<file path="src/rh_port_cfg.svh">
`ifndef RH_PORT_CFG_SVH
`define RH_PORT_CFG_SVH

// register byte addresses
`define OFF_PORT1       12'h054
`define OFF_PORT2       12'h058
`define OFF_PORT3       12'h05C
`define OFF_PORT_COUNT  12'h048
`define OFF_IRQ_STATUS  12'h060
`define OFF_IRQ_MASK    12'h064

// port register field positions
`define BIT_CONN        0
`define BIT_ENABLE      1
`define BIT_SUSPEND     2
`define BIT_OVERCUR     3
`define BIT_RESET       4
`define BIT_POWER       8
`define BIT_LOWSPEED    9
`define BIT_CONN_CHG    16
`define BIT_EN_CHG      17
`define BIT_SUSP_CHG    18
`define BIT_OC_CHG      19
`define BIT_RST_CHG     20

// writable / readable masks
`define PORT_LOW_MASK   16'h031F
`define PORT_CHG_MASK   16'h001F

// reset values
`define PORT_RESET_VAL  32'h0000_0000
`define COUNT_RESET_VAL 8'h02

`endif

</file>
<file path="src/rh_port_pkg.sv">
package rh_port_pkg;

	typedef enum logic [1:0] {
		WR_IDLE = 2'b00,
		WR_HELD = 2'b01
	} wr_state_e;

	typedef logic [15:0] half_t;

endpackage : rh_port_pkg

</file>
<file path="src/port_event_if.sv">
`timescale 1ns/1ps
`default_nettype none
interface port_event_if;
	logic [15:0] status;
	logic [15:0] change;
	logic        wr_en;
	logic [31:0] wr_data;
	logic        busy;

	modport ctrl (
		input  status,
		input  change,
		output wr_en,
		output wr_data,
		input  busy
	);
	modport port (
		output status,
		output change,
		input  wr_en,
		input  wr_data,
		output busy
	);
endinterface : port_event_if
`default_nettype wire

</file>
<file path="src/root_hub_port_status_regs.sv">
// The address map and the APB interface to the registers were chosen for this implementation.
`timescale 1ns/1ps
`default_nettype none
`include "rh_port_cfg.svh"
module root_hub_port_status_regs #(
	parameter int NPORT = 2
) (
	input  wire logic        mclk,
	input  wire logic        reset_n,
	input  wire logic        psel,
	input  wire logic        penable,
	input  wire logic        pwrite,
	input  wire logic [11:0] paddr,
	input  wire logic [31:0] pwdata,
	output logic      [31:0] prdata,
	output logic             pready,
	output logic             pslverr,
	input  wire logic [1:0]  trans_busy,
	input  wire logic [31:0] hw_status,
	input  wire logic [31:0] hw_change,
	output logic             irq
);
	typedef struct packed {
		logic [31:0] rdata;
		logic        rdy;
		logic        err;
		logic [7:0]  count;
		logic [9:0]  ist;
		logic [9:0]  imask;
		logic        irq;
	} top_s;

	top_s r_q;
	top_s r_d;

	port_event_if pe [NPORT] ();
	logic [9:0] evt;

	// ---------------------------------------------
	// port slots
	// ---------------------------------------------
	genvar g;
	generate
		for (g = 0; g < NPORT; g++) begin : gen_port
			port_slot u_slot (
				.mclk       (mclk),
				.reset_n    (reset_n),
				.trans_busy (trans_busy[g]),
				.hw_status  (hw_status[16*g +: 16]),
				.hw_change  (hw_change[16*g +: 16]),
				.pe         (pe[g])
			);
			assign pe[g].wr_en = psel && penable && pwrite && r_q.rdy == 1'b0
				&& paddr == (`OFF_PORT1 + 12'(4*g));
			assign pe[g].wr_data = pwdata;
			assign evt[5*g +: 5] = hw_change[16*g +: 5];
		end
	endgenerate

	logic [31:0] port_rd [NPORT];
	generate
		for (g = 0; g < NPORT; g++) begin : gen_rd
			assign port_rd[g] = {pe[g].change, pe[g].status};
		end
	endgenerate

	// ---------------------------------------------
	// apb slave
	// ---------------------------------------------
	logic access;
	assign access = psel && penable && !r_q.rdy;

	always_comb begin
		r_d       = r_q;
		r_d.rdy   = access;
		r_d.err   = 1'b0;
		r_d.rdata = 32'h0000_0000;
		if (access && pwrite) begin
			case (paddr)
				`OFF_PORT1, `OFF_PORT2, `OFF_PORT3: ;
				`OFF_PORT_COUNT: r_d.count = pwdata[7:0];
				`OFF_IRQ_STATUS: r_d.ist = r_q.ist & ~pwdata[9:0];
				`OFF_IRQ_MASK:   r_d.imask = pwdata[9:0];
				default:         r_d.err = 1'b1;
			endcase
		end else if (access) begin
			case (paddr)
				`OFF_PORT1:
					if (r_q.count != 8'h00) r_d.rdata = port_rd[0];
				`OFF_PORT2:
					if (r_q.count >= 8'h02) r_d.rdata = port_rd[1];
				`OFF_PORT3:      r_d.rdata = 32'h0000_0000;
				`OFF_PORT_COUNT: r_d.rdata = {24'h000000, r_q.count};
				`OFF_IRQ_STATUS: r_d.rdata = {22'h000000, r_q.ist};
				`OFF_IRQ_MASK:   r_d.rdata = {22'h000000, r_q.imask};
				default:         r_d.err = 1'b1;
			endcase
		end
		r_d.ist = r_d.ist | evt;
		r_d.irq = |(r_d.ist & r_d.imask);
	end

	always_ff @(posedge mclk or negedge reset_n) begin
		if (!reset_n) begin
			r_q <= '{32'h0000_0000, 1'b0, 1'b0, `COUNT_RESET_VAL,
				10'h000, 10'h000, 1'b0};
		end else begin
			r_q <= r_d;
		end
	end

	assign prdata  = r_q.rdata;
	assign pready  = r_q.rdy;
	assign pslverr = r_q.err;
	assign irq     = r_q.irq;
endmodule : root_hub_port_status_regs
`default_nettype wire

</file>
<file path="src/port_slot.sv">
`timescale 1ns/1ps
`default_nettype none
`include "rh_port_cfg.svh"
module port_slot (
	input  wire logic             mclk,
	input  wire logic             reset_n,
	input  wire logic             trans_busy,
	input  wire logic [15:0]      hw_status,
	input  wire logic [15:0]      hw_change,
	port_event_if.port            pe
);
	typedef struct packed {
		rh_port_pkg::wr_state_e st;
		logic [31:0]            held;
		logic [15:0]            ctrl;
		logic [15:0]            chg;
	} slot_s;

	slot_s cur_q;
	slot_s cur_d;
	logic  apply;
	logic [31:0] wv;

	always_comb begin
		cur_d = cur_q;
		apply = 1'b0;
		wv    = 32'h0000_0000;
		case (cur_q.st)
			rh_port_pkg::WR_IDLE: begin
				if (pe.wr_en && trans_busy) begin
					cur_d.held = pe.wr_data;
					cur_d.st   = rh_port_pkg::WR_HELD;
				end else if (pe.wr_en) begin
					apply = 1'b1;
					wv    = pe.wr_data;
				end
			end
			rh_port_pkg::WR_HELD: begin
				if (!trans_busy) begin
					apply     = 1'b1;
					wv        = cur_q.held;
					cur_d.st  = rh_port_pkg::WR_IDLE;
				end
			end
			default: cur_d.st = rh_port_pkg::WR_IDLE;
		endcase
		// write-one clears, set wins over clear
		if (apply) begin
			cur_d.ctrl = wv[15:0] & `PORT_LOW_MASK;
			cur_d.chg  = cur_q.chg & ~wv[31:16];
		end
		cur_d.chg = (cur_d.chg | hw_change) & `PORT_CHG_MASK;
	end

	always_ff @(posedge mclk or negedge reset_n) begin
		if (!reset_n) begin
			cur_q <= '{rh_port_pkg::WR_IDLE, 32'h0000_0000,
				16'h0000, 16'h0000};
		end else begin
			cur_q <= cur_d;
		end
	end

	assign pe.status = (hw_status | cur_q.ctrl) & `PORT_LOW_MASK;
	assign pe.change = cur_q.chg;
	assign pe.busy   = (cur_q.st == rh_port_pkg::WR_HELD);
endmodule : port_slot
`default_nettype wire

</file>
<file path="config.mk">
export PLATFORM = sky130hd
export DESIGN_NAME = root_hub_port_status_regs
export DESIGN_NICKNAME = d
export VERILOG_FILES = /design/src/rh_port_pkg.sv /design/src/port_event_if.sv /design/src/root_hub_port_status_regs.sv /design/src/port_slot.sv
export VERILOG_INCLUDE_DIRS = /design/src
export SDC_FILE = /design/constraint.sdc
export NUM_CORES = 1
export LEC_CHECK = 0
export ABC_AREA = 1
export BUFFER_PORTS_ARGS = -buffer_cell sky130_fd_sc_hd__buf_2
export CAP_MARGIN = 10
export CORE_AREA = 3 3 126 128
export DETAILED_ROUTE_END_ITERATION = 6
export DIE_AREA = 0 0 129 131
export HOLD_SLACK_MARGIN = 0.03
export PLACE_DENSITY = 0.65
export REMOVE_ABC_BUFFERS = 1
export SLEW_MARGIN = 20
export SYNTH_ARGS = -nofsm -noshare
export SYNTH_HDL_FRONTEND = slang
export SYNTH_HIERARCHICAL = 1
export SYNTH_SLANG_ARGS = --single-unit
</file>
<file path="constraint.sdc">
create_clock -name mclk -period 2.7 [get_ports mclk]
set_clock_uncertainty 0.05 [all_clocks]
set_input_delay 0.135 -clock mclk [delete_from_list [all_inputs] [get_ports mclk]]
set_output_delay 0.135 -clock mclk [all_outputs]
set_load 0.03 [all_outputs]
</file>
=== Word level (Yosys, flattened, before mapping) ===
Index checks and enable logic that the tools add are counted.

* Output and inout port bits: 35
* Logic and storage cells: 96
* Input port bits: 115
* Flip-flop bits (word level): 155

* Order comparisons: 1
* Muxes and demuxes: 35
* Bitwise gates (word level): 13
* Equal/unequal tests: 12
* Reduce and logical (&&, ||, !) cells: 20

{| class="wikitable"
|+ Operators with widths
! cell !! count
|-
| 21-bit 2-to-1 mux || 10
|-
| 21-bit one-hot mux with 5 select lines || 1
|-
| 21-bit one-hot mux with 2 select lines || 2
|-
| 12-bit by 7-bit equality test with 1-bit output, second input constant || 6
|-
| 34-bit 2-to-1 mux || 2
|-
| 10-bit bitwise OR || 3
|-
| 10-bit bitwise AND || 2
|-
| 10-bit 2-to-1 mux || 2
|-
| 20-bit 2-to-1 mux || 1
|-
| 5-bit bitwise AND || 2
|-
| 5-bit 2-to-1 mux || 2
|-
| 10-bit NOT || 1
|-
| 5-bit NOT || 2
|-
| 5-bit bitwise OR || 2
|-
| 2-bit AND reduction || 5
|-
| 10-bit OR reduction || 1
|-
| 1-bit logical AND || 9
|-
| 1-bit 2-to-1 mux || 9
|-
| 8-bit by 2-bit >= comparator with 1-bit output, second input constant || 1
|-
| 2-bit one-hot mux with 2 select lines || 2
|-
| 8-bit nonzero test || 1
|-
| 6-bit OR reduction || 1
|-
| 2-bit by 1-bit equality test with 1-bit output, second input constant || 2
|-
| 2-bit logical NOT || 2
|-
| 6 further kinds || 10
|}

=== Longest topological paths before layout ===
Gate-level depths: netlist of the first run.

* Word-level depth: 11
* Depth in mapped cells: 12
* Mapped depth without buffers: 11

=== Modules after synthesis ===
The synthesis of the first run kept the hierarchy.

{| class="wikitable"
|+ Modules (own cells, without submodules)
! module !! seq. area each (µm²) !! cells an instance !! area each (µm²) !! instances
|-
| root_hub_port_status_regs || 1577.8 || 433 || 3467.1 || 1
|-
| port_slot || 625.6 || 170 || 1450.1 || 2
|}

=== Worst setup path after synthesis of the first run ===
No wires, ideal clock.

* Path kind: input -> register
* Start: in paddr[11]
* End: reg gen_port[1].u_slot/cur_q[36] (netlist name)
* Buffers on the path: 2
* Setup slack: 807 ps
* Arrival time: 1726 ps
* Stages: 10
* Cell sequence: nor2_2 > nand2_2 > nor2_4 > nand2_2 > buf_2 > nor2_1 > nand3_4 > buf_6 > nand2_1 > o21ai_2

* Word-level cells in the longest chain between the ends: 4

{| class="wikitable"
|+ RTL lines
! what !! line !! RTL
|-
| start: declaration || root_hub_port_status_regs.sv:13 || <nowiki>input wire logic [11:0] paddr,</nowiki>
|-
| 12-bit by 7-bit equality test with 1-bit output || root_hub_port_status_regs.sv:54 || <nowiki>&& paddr == (`OFF_PORT1 + 12'(4*g));</nowiki>
|-
| 1-bit logical AND || root_hub_port_status_regs.sv:53 || <nowiki>assign pe[g].wr_en = psel && penable && pwrite && r_q.rdy == 1'b0</nowiki>
|-
| via pe[1].wr_en || port_event_if.sv:6 || <nowiki>logic wr_en;</nowiki>
|-
| 1-bit logical AND || port_slot.sv:30 || <nowiki>if (pe.wr_en && trans_busy) begin</nowiki>
|-
| 2-bit AND reduction (no line) || -- ||
|-
| end signal: assignment || port_slot.sv:57 || <nowiki>cur_q <= '{rh_port_pkg::WR_IDLE, 32'h0000_0000,</nowiki>
|-
| end signal: assignment || port_slot.sv:60 || <nowiki>cur_q <= cur_d;</nowiki>
|-
| end: declaration || port_slot.sv:19 || <nowiki>slot_s cur_q;</nowiki>
|}

The timed path passes the listed nets, and every way through them passes these cells.
A chain may end at the register's enable or synchronous reset.

=== Worst setup path in the final report of the first run ===
* Start: in paddr[2]
* End: reg gen_port[0].u_slot/cur_q[33] (netlist name)

* Word-level cells in the longest chain between the ends: 4

{| class="wikitable"
|+ RTL lines
! what !! line
|-
| 12-bit by 7-bit equality test with 1-bit output || root_hub_port_status_regs.sv:54
|-
| 1-bit logical AND || root_hub_port_status_regs.sv:53
|-
| via pe[0].wr_en || port_event_if.sv:6
|-
| 1-bit logical AND || port_slot.sv:30
|-
| 2-bit AND reduction (no line) || --
|-
| end signal: assignment || port_slot.sv:57
|-
| end signal: assignment || port_slot.sv:60
|-
| end: declaration || port_slot.sv:19
|}

The timed path passes the listed nets, and every way through them passes these cells.

==> run_results.csv, run 1 <==
group,metric,value,unit
flow_run,cap_violations,0,
setup_path,path_class,"input port to register",
final_layout,fin_area,0.007386,mm^2
floorplanning,die_h,131,um
power_and_ir_drop,vdd_drop_max,0.0004205,V
floorplanning,dieArea,0.01690,mm^2
sta,layout_min_cycle_time,2.104,ns
setup_path,path_depth,11,
cts,cts_resized,0,
final_layout,nets,971,
setup_path,worstPathCellList,"dlygate4sd3_1, buf_2, inv_1, nor2_1, nand2_1, nor2_8, nand2_2, nor2_1, nand3_4, nand2_1, o21ai_2",
sta,slew_headroom,0.6128,
final_layout,drive_gt1_frac,0.2535,
synthesis,syn_area_per_cell,8.249,um^2
cts,clock-root-buffer,"clkbuf_16",
sta,finalSetupTns,0,ns
drt,detail_route.wl_per_cell,14.74,um
setup_path,cp.buffers_inverters,3,
hold_path,min_path_cells,4,
power_and_ir_drop,p_per_area,552.5,mW/mm^2
cts,cts_buffers,17,
setup_path,critPathRequiredTime,2.94,ns
floorplanning,ioPinCount,150,
placed_design,dp.cells,996,
setup_path,path_max_fanout,25,
drt,avgViaCountPerCell,4.751,
floorplanning,core.rowCount,45,
global_routing,antenna_found_initial,0,
drt,drtIter0Drc,329,
drt,num_vias,5017,
setup_path,cp_data_arrival_time,2.34,ns
setup_path,startpoint_type,"input port",
outcome,outcome,"finished, final reports clean",
cts,clockBufferDepth,2,
sta,hold_viol_final,0,
synthesis,synthCells,771,
setup_path,critPathMaxStageDelay,0.53,ns
placed_design,dp_hpwl,10700,um
drt,antenna_left,0,
cts,clk_latency,0.41,ns
sta,fmax,0.4753,GHz
floorplanning,start_util,0.4246,
setup_path,r2r_cells,9,
setup_path,critPathCaptureType,"register",
setup_path,rrSetupSlack,0.72,ns
cts,clkTransAtPathRegs,0.05,ns
floorplanning,fp.coreArea,0.01498,mm^2
global_routing,grt_overflow,0,
placed_design,io_buffer_count,92,
synthesis,synth_area,0.006360,mm^2
placed_design,placed_cell_area,0.006526,mm^2
global_routing,first_global_vias,4759,
synthesis,yosys_warnings,6,
final_layout,antenna_cells,0,
global_routing,grt_usage,0.1922,
global_routing,grt_pass1_wl,24840,um
sta,period_share,0.7792,
sta,setup_viol,0,
floorplanning,die_width,129,um
cts,clock-sinks,113,
cts,cts_tree,"done",
power_and_ir_drop,total_leakage_power,3.690,nW
cts,htree_levels,4,
global_routing,grt_max_degree,59,
setup_path,path_delay_family,"simple AND/OR/NAND/NOR gates",
setup_path,worst_path_max_delay_cell,"dlygate4sd3_1",
drt,routed_wl,15570,um
final_layout,layout_common_cells,"nand2_1 (162), dfrtp_1 (112), buf_2 (91), inv_1 (67), nand3_1 (62)",
final_layout,layout_commonest_cell,"nand2_1",
sta,tightest_slew,0.5801,ns
drt,drc,0,
hold_path,hold_class,"input port to register",
final_layout,stdcell_count,1056,
sta,drv_slew,0,
placed_design,routabilityCongestion,0.8721,
final_layout,area_growth,16.13,%
sta,rsz0062_at_grt,"false",
drt,firstDrtPassIters,5,
==> cell type report <==
type | count | area, um^2
fillers | 1470 | 7591
flip-flops and latches | 113 | 2829
well taps | 188 | 235.2
multi-input cells | 506 | 2562
repair buffers | 137 | 885.9
inverters | 81 | 304.0
clock inverters | 5 | 50.05
clock buffers | 26 | 519.2
==> registers in the layout (all words and copies together) (netlist names) <==
signal / flops
gen_port.u_slot/pe.change: 10
r_q: 28
prdata: 32
pslverr: 1
gen_port.u_slot/cur_q: 40
pready: 1
irq: 1
==> per-layer routing <==
| layer | wire length [um] | GRT usage | up-vias | part of all wire |
|---|---|---|---|---|
| li1 | - | - | 2519 | - |
| met2 | 7174 | 0.3024 | 159 | 0.46 |
| met4 | 251 | 0.06300 | 0 | 0.016 |
| met3 | 948 | 0.04878 | 18 | 0.061 |
| met1 | 7196 | 0.2607 | 2321 | 0.46 |
| met5 | 0 | 0 | - | 0 |
==> what timing repair did <==
| action | in CTS | in global routing |
|---|---|---|
| endpoints found under the hold margin | 86 | 0 |
| setup buffers | 0 | 0 |
| hold buffers | 29 | 0 |
==> metrics by stage <==
stage / utilization / worst slack (ns) / power [mW] / hold WS [ns]
global placement: 0.4358 / 0.7026 / 1.930 / 0.05580
floorplan: - / 0.2311 / 1.797 / -0.2106
detailed placement: 0.4358 / 0.6713 / 1.931 / 0.06285
global route: 0.4932 / 0.4664 / 4.221 / 0.06374
finish: 0.4932 / 0.5961 / 4.080 / 0.05902
CTS: 0.4932 / 0.6262 / 4.106 / 0.04657
==> worst reg2reg max path: cells and delay by family (launching register included) <==
kind,cells,cell delay (ns)
DFF,1,0.53
AOI/OAI and AO/OA,2,0.43
and+or+nand+nor,5,0.55
buffers and inverters,2,0.35
==> power by group <==
part,switching (mW),internal (mW),total [mW],leakage [nW]
registers,0.000925,1.70,1.70,1.47
clock network,0.746,1.40,2.14,0.286
logic,0.147,0.0885,0.236,1.94
==> worst paths after layout <==
kind                                           endpoint                         start
max in group asynchronous                       r_q[22]                       reset_n
hold reg to reg            gen_port[1].u_slot/cur_q[25]  gen_port[1].u_slot/cur_q[25]
hold / removal                                prdata[0]                  hw_status[0]
min in group asynchronous                    prdata[23]                       reset_n
setup / recovery           gen_port[0].u_slot/cur_q[33]                      paddr[2]
setup reg to reg                              prdata[3]                       r_q[22]
No activity file was read; power rests on OpenSTA's default activity.
==> inputs of run 2 (changes only) <==
==> constraint.sdc (replaced) <==
create_clock -name mclk -period 2.2 [get_ports mclk]
set_clock_uncertainty 0.05 [all_clocks]
set_input_delay 0.11 -clock mclk [delete_from_list [all_inputs] [get_ports mclk]]
set_output_delay 0.11 -clock mclk [all_outputs]
set_load 0.03 [all_outputs]
==> run 2 against run 1 <==
Global-route usage grew 0.23 points. Cell area grew 3.4%. Core utilization grew 1.7 points. Power grew 38%. Largest power group unchanged. First-iteration DRC count shrank 2.1%. Routed wire length shrank 0.13%. Combinational power grew 25%. Critical endpoint is now pslverr.
==> run_results.csv, run 2 (synthesis gave the netlist of run 1 again) <==
group,metric,value,unit
setup_path,path_delay_family,"buffers and inverters",
sta,finalWorstSetupSlack,0.2168,ns
power_and_ir_drop,p_switching,1.124,mW
setup_path,cp_data_arrival_time,2.28,ns
sta,rsz0062_at_grt,"false",
power_and_ir_drop,total_leakage_power,3.792,nW
drt,routed_wl,15550,um
setup_path,critPathCaptureType,"register",
cts,clock-root-buffer,"clkbuf_16",
power_and_ir_drop,p_clk_frac,0.578,
cts,cts_buffers,17,
power_and_ir_drop,pwr-share-seq,0.370,
placed_design,dp_hpwl,10860,um
floorplanning,start_util,0.4246,
cts,clk_latency,0.42,ns
placed_design,placed_cell_area,0.006589,mm^2
drt,met3_length,950,um
setup_path,critPathMaxStageDelay,0.56,ns
floorplanning,fp.coreArea,0.01498,mm^2
final_layout,layout_commonest_cell,"nand2_1",
floorplanning,die_width,129,um
drt,routed.top_layer,"met4",
placed_design,place_ws,0.1601,ns
cts,clockBufferDepth,2,
placed_design,routabilityCongestion,0.8846,
global_routing,grt_usage,0.1945,
global_routing,grt_overflow,0,
drt,drc,0,
cts,htree_levels,4,
final_layout,drive_gt1_frac,0.2605,
global_routing,grt_max_degree,45,
power_and_ir_drop,totalPowerFinal,5.640,mW
final_layout,final_util,0.5099,
cts,clkTransAtPathRegs,0.05,ns
drt,drtIter0Drc,322,
hold_path,hold_class,"input port to register",
final_layout,antenna_cells,0,
floorplanning,core.rowCount,45,
setup_path,path_max_fanout,2,
floorplanning,dieArea,0.01690,mm^2
final_layout,area_growth,20.09,%
power_and_ir_drop,p_int,4.516,mW
drt,met1_length,7087,um
sta,period_share,0.9015,
power_and_ir_drop,netSwitchingFraction,0.1993,
drt,num_vias,5073,
final_layout,nets,981,
cts,clock-sinks,113,
drt,firstDrtPassIters,4,
sta,tightest_slew,0.5951,ns
global_routing,antenna_found_initial,0,
sta,layout_min_cycle_time,1.983,ns
drt,route.met2.wl,7234,um
floorplanning,ioPinCount,150,
final_layout,top_register,"gen_port.u_slot/cur_q",
drt,antenna_left,0,
power_and_ir_drop,vdd_drop_max,0.0005093,V
sta,setup_viol,0,
global_routing,first_global_vias,4880,
global_routing,grt_pass1_wl,25160,um
cts,post-cts-setup-buffers,0,
cts,cts_tree,"done",
setup_path,worstPathCellList,"inv_1, nand3_1, dlygate4sd3_1, inv_1, o21ai_0, dlygate4sd3_1, nor2_1",
final_layout,largest_register_ffs,40,
final_layout,fin_area,0.007637,mm^2
floorplanning,die_h,131,um
drt,avgViaCountPerCell,4.754,
setup_path,worst_path_max_delay_cell,"dlygate4sd3_1",
sta,fmax,0.5042,GHz
power_and_ir_drop,p_per_area,738.5,mW/mm^2
final_layout,layout_common_cells,"nand2_1 (162), dfrtp_1 (112), buf_2 (91), inv_1 (67), nand3_1 (62)",
sta,slew_headroom,0.6033,
setup_path,startpoint_type,"register",
power_and_ir_drop,p_comb_frac,0.053,
outcome,outcome,"finished, final reports clean",
placed_design,io_buffer_count,92,
final_layout,stdcell_count,1067,
placed_design,dp.cells,1001,
sta,hold_viol_final,0,
flow_run,cap_violations,0,
setup_path,cp.buffers_inverters,4,
drt,detail_route.wl_per_cell,14.57,um
setup_path,path_class,"register to register",
setup_path,critPathRequiredTime,2.49,ns
sta,drv_slew,0,
run 2: changes by cell type in the layout (fill, tap and decap cells not counted):
cell           delta
dlygate4sd3_1     +4
clkbuf_1          -2
buf_12            +2
bufinv_16         +6
clkbuf_8          -3
buf_4             +3
nand3_4           +1
run 2: per-layer routing:
metal | track usage | up-vias
li1 | - | 2540
met1 | 0.2535 | 2373
met2 | 0.3082 | 145
met3 | 0.06341 | 15
met4 | 0.06300 | 0
met5 | 0 | -
run 2: path summary, 6_finish.rpt:
path	from	to	slack, ns	cells past startpoint
min in group asynchronous	reset_n	prdata[2]	0.21	2
max	pready	pslverr	0.22	7
max in group asynchronous	reset_n	gen_port[1].u_slot/cur_q[52]	1.23	3
min	hw_status[0]	prdata[0]	0.06	4
max reg2reg	pready	pslverr	0.22	7
min reg2reg	gen_port[0].u_slot/cur_q[19]	gen_port[0].u_slot/cur_q[19]	0.42	2
run 2: power groups by stage:
stage / combinational (mW) / sequential (mW) / clock, mW
after global routing: 0.332 / 2.08 / 3.40
after CTS: 0.296 / 2.08 / 3.31
after global placement: 0.252 / 2.12 / 0
after detailed placement: 0.253 / 2.12 / 0
final: 0.296 / 2.09 / 3.26
after floorplan: 0.0802 / 2.13 / 0
run 2: worst min-delay path, stage by stage:
cell	delay, ns
buf_2	0.09
or2_2	0.09
a21oi_1	0.05
a21oi_1	0.13
run 2: stage by stage:
step | setup TNS [ns] | hold WS, ns
CTS | 0 | 0.03431
detailed placement | 0 | 0.1004
finish | 0 | 0.05642
global route | 0 | 0.06099
global placement | 0 | 0.1023
floorplan | -4.255 | -0.2356
run 2: timing repair:
| action | in CTS | in global routing |
|---|---|---|
| hold buffers | 33 | 0 |
| gates resized for setup | 0 | 1 |
| setup endpoints to repair | 0 | 12 |
| hold endpoints to repair | 118 | 0 |
run 2: cell type report:
class / count / area (um^2)
Inverter: 81 / 304.0
Sequential cell: 113 / 2829
Timing Repair Buffer: 146 / 988.4
Clock inverter: 11 / 230.2
Fill cell: 1424 / 7340
Tap cell: 188 / 235.2
Clock buffer: 21 / 470.5
Multi-Input combinational cell: 507 / 2580
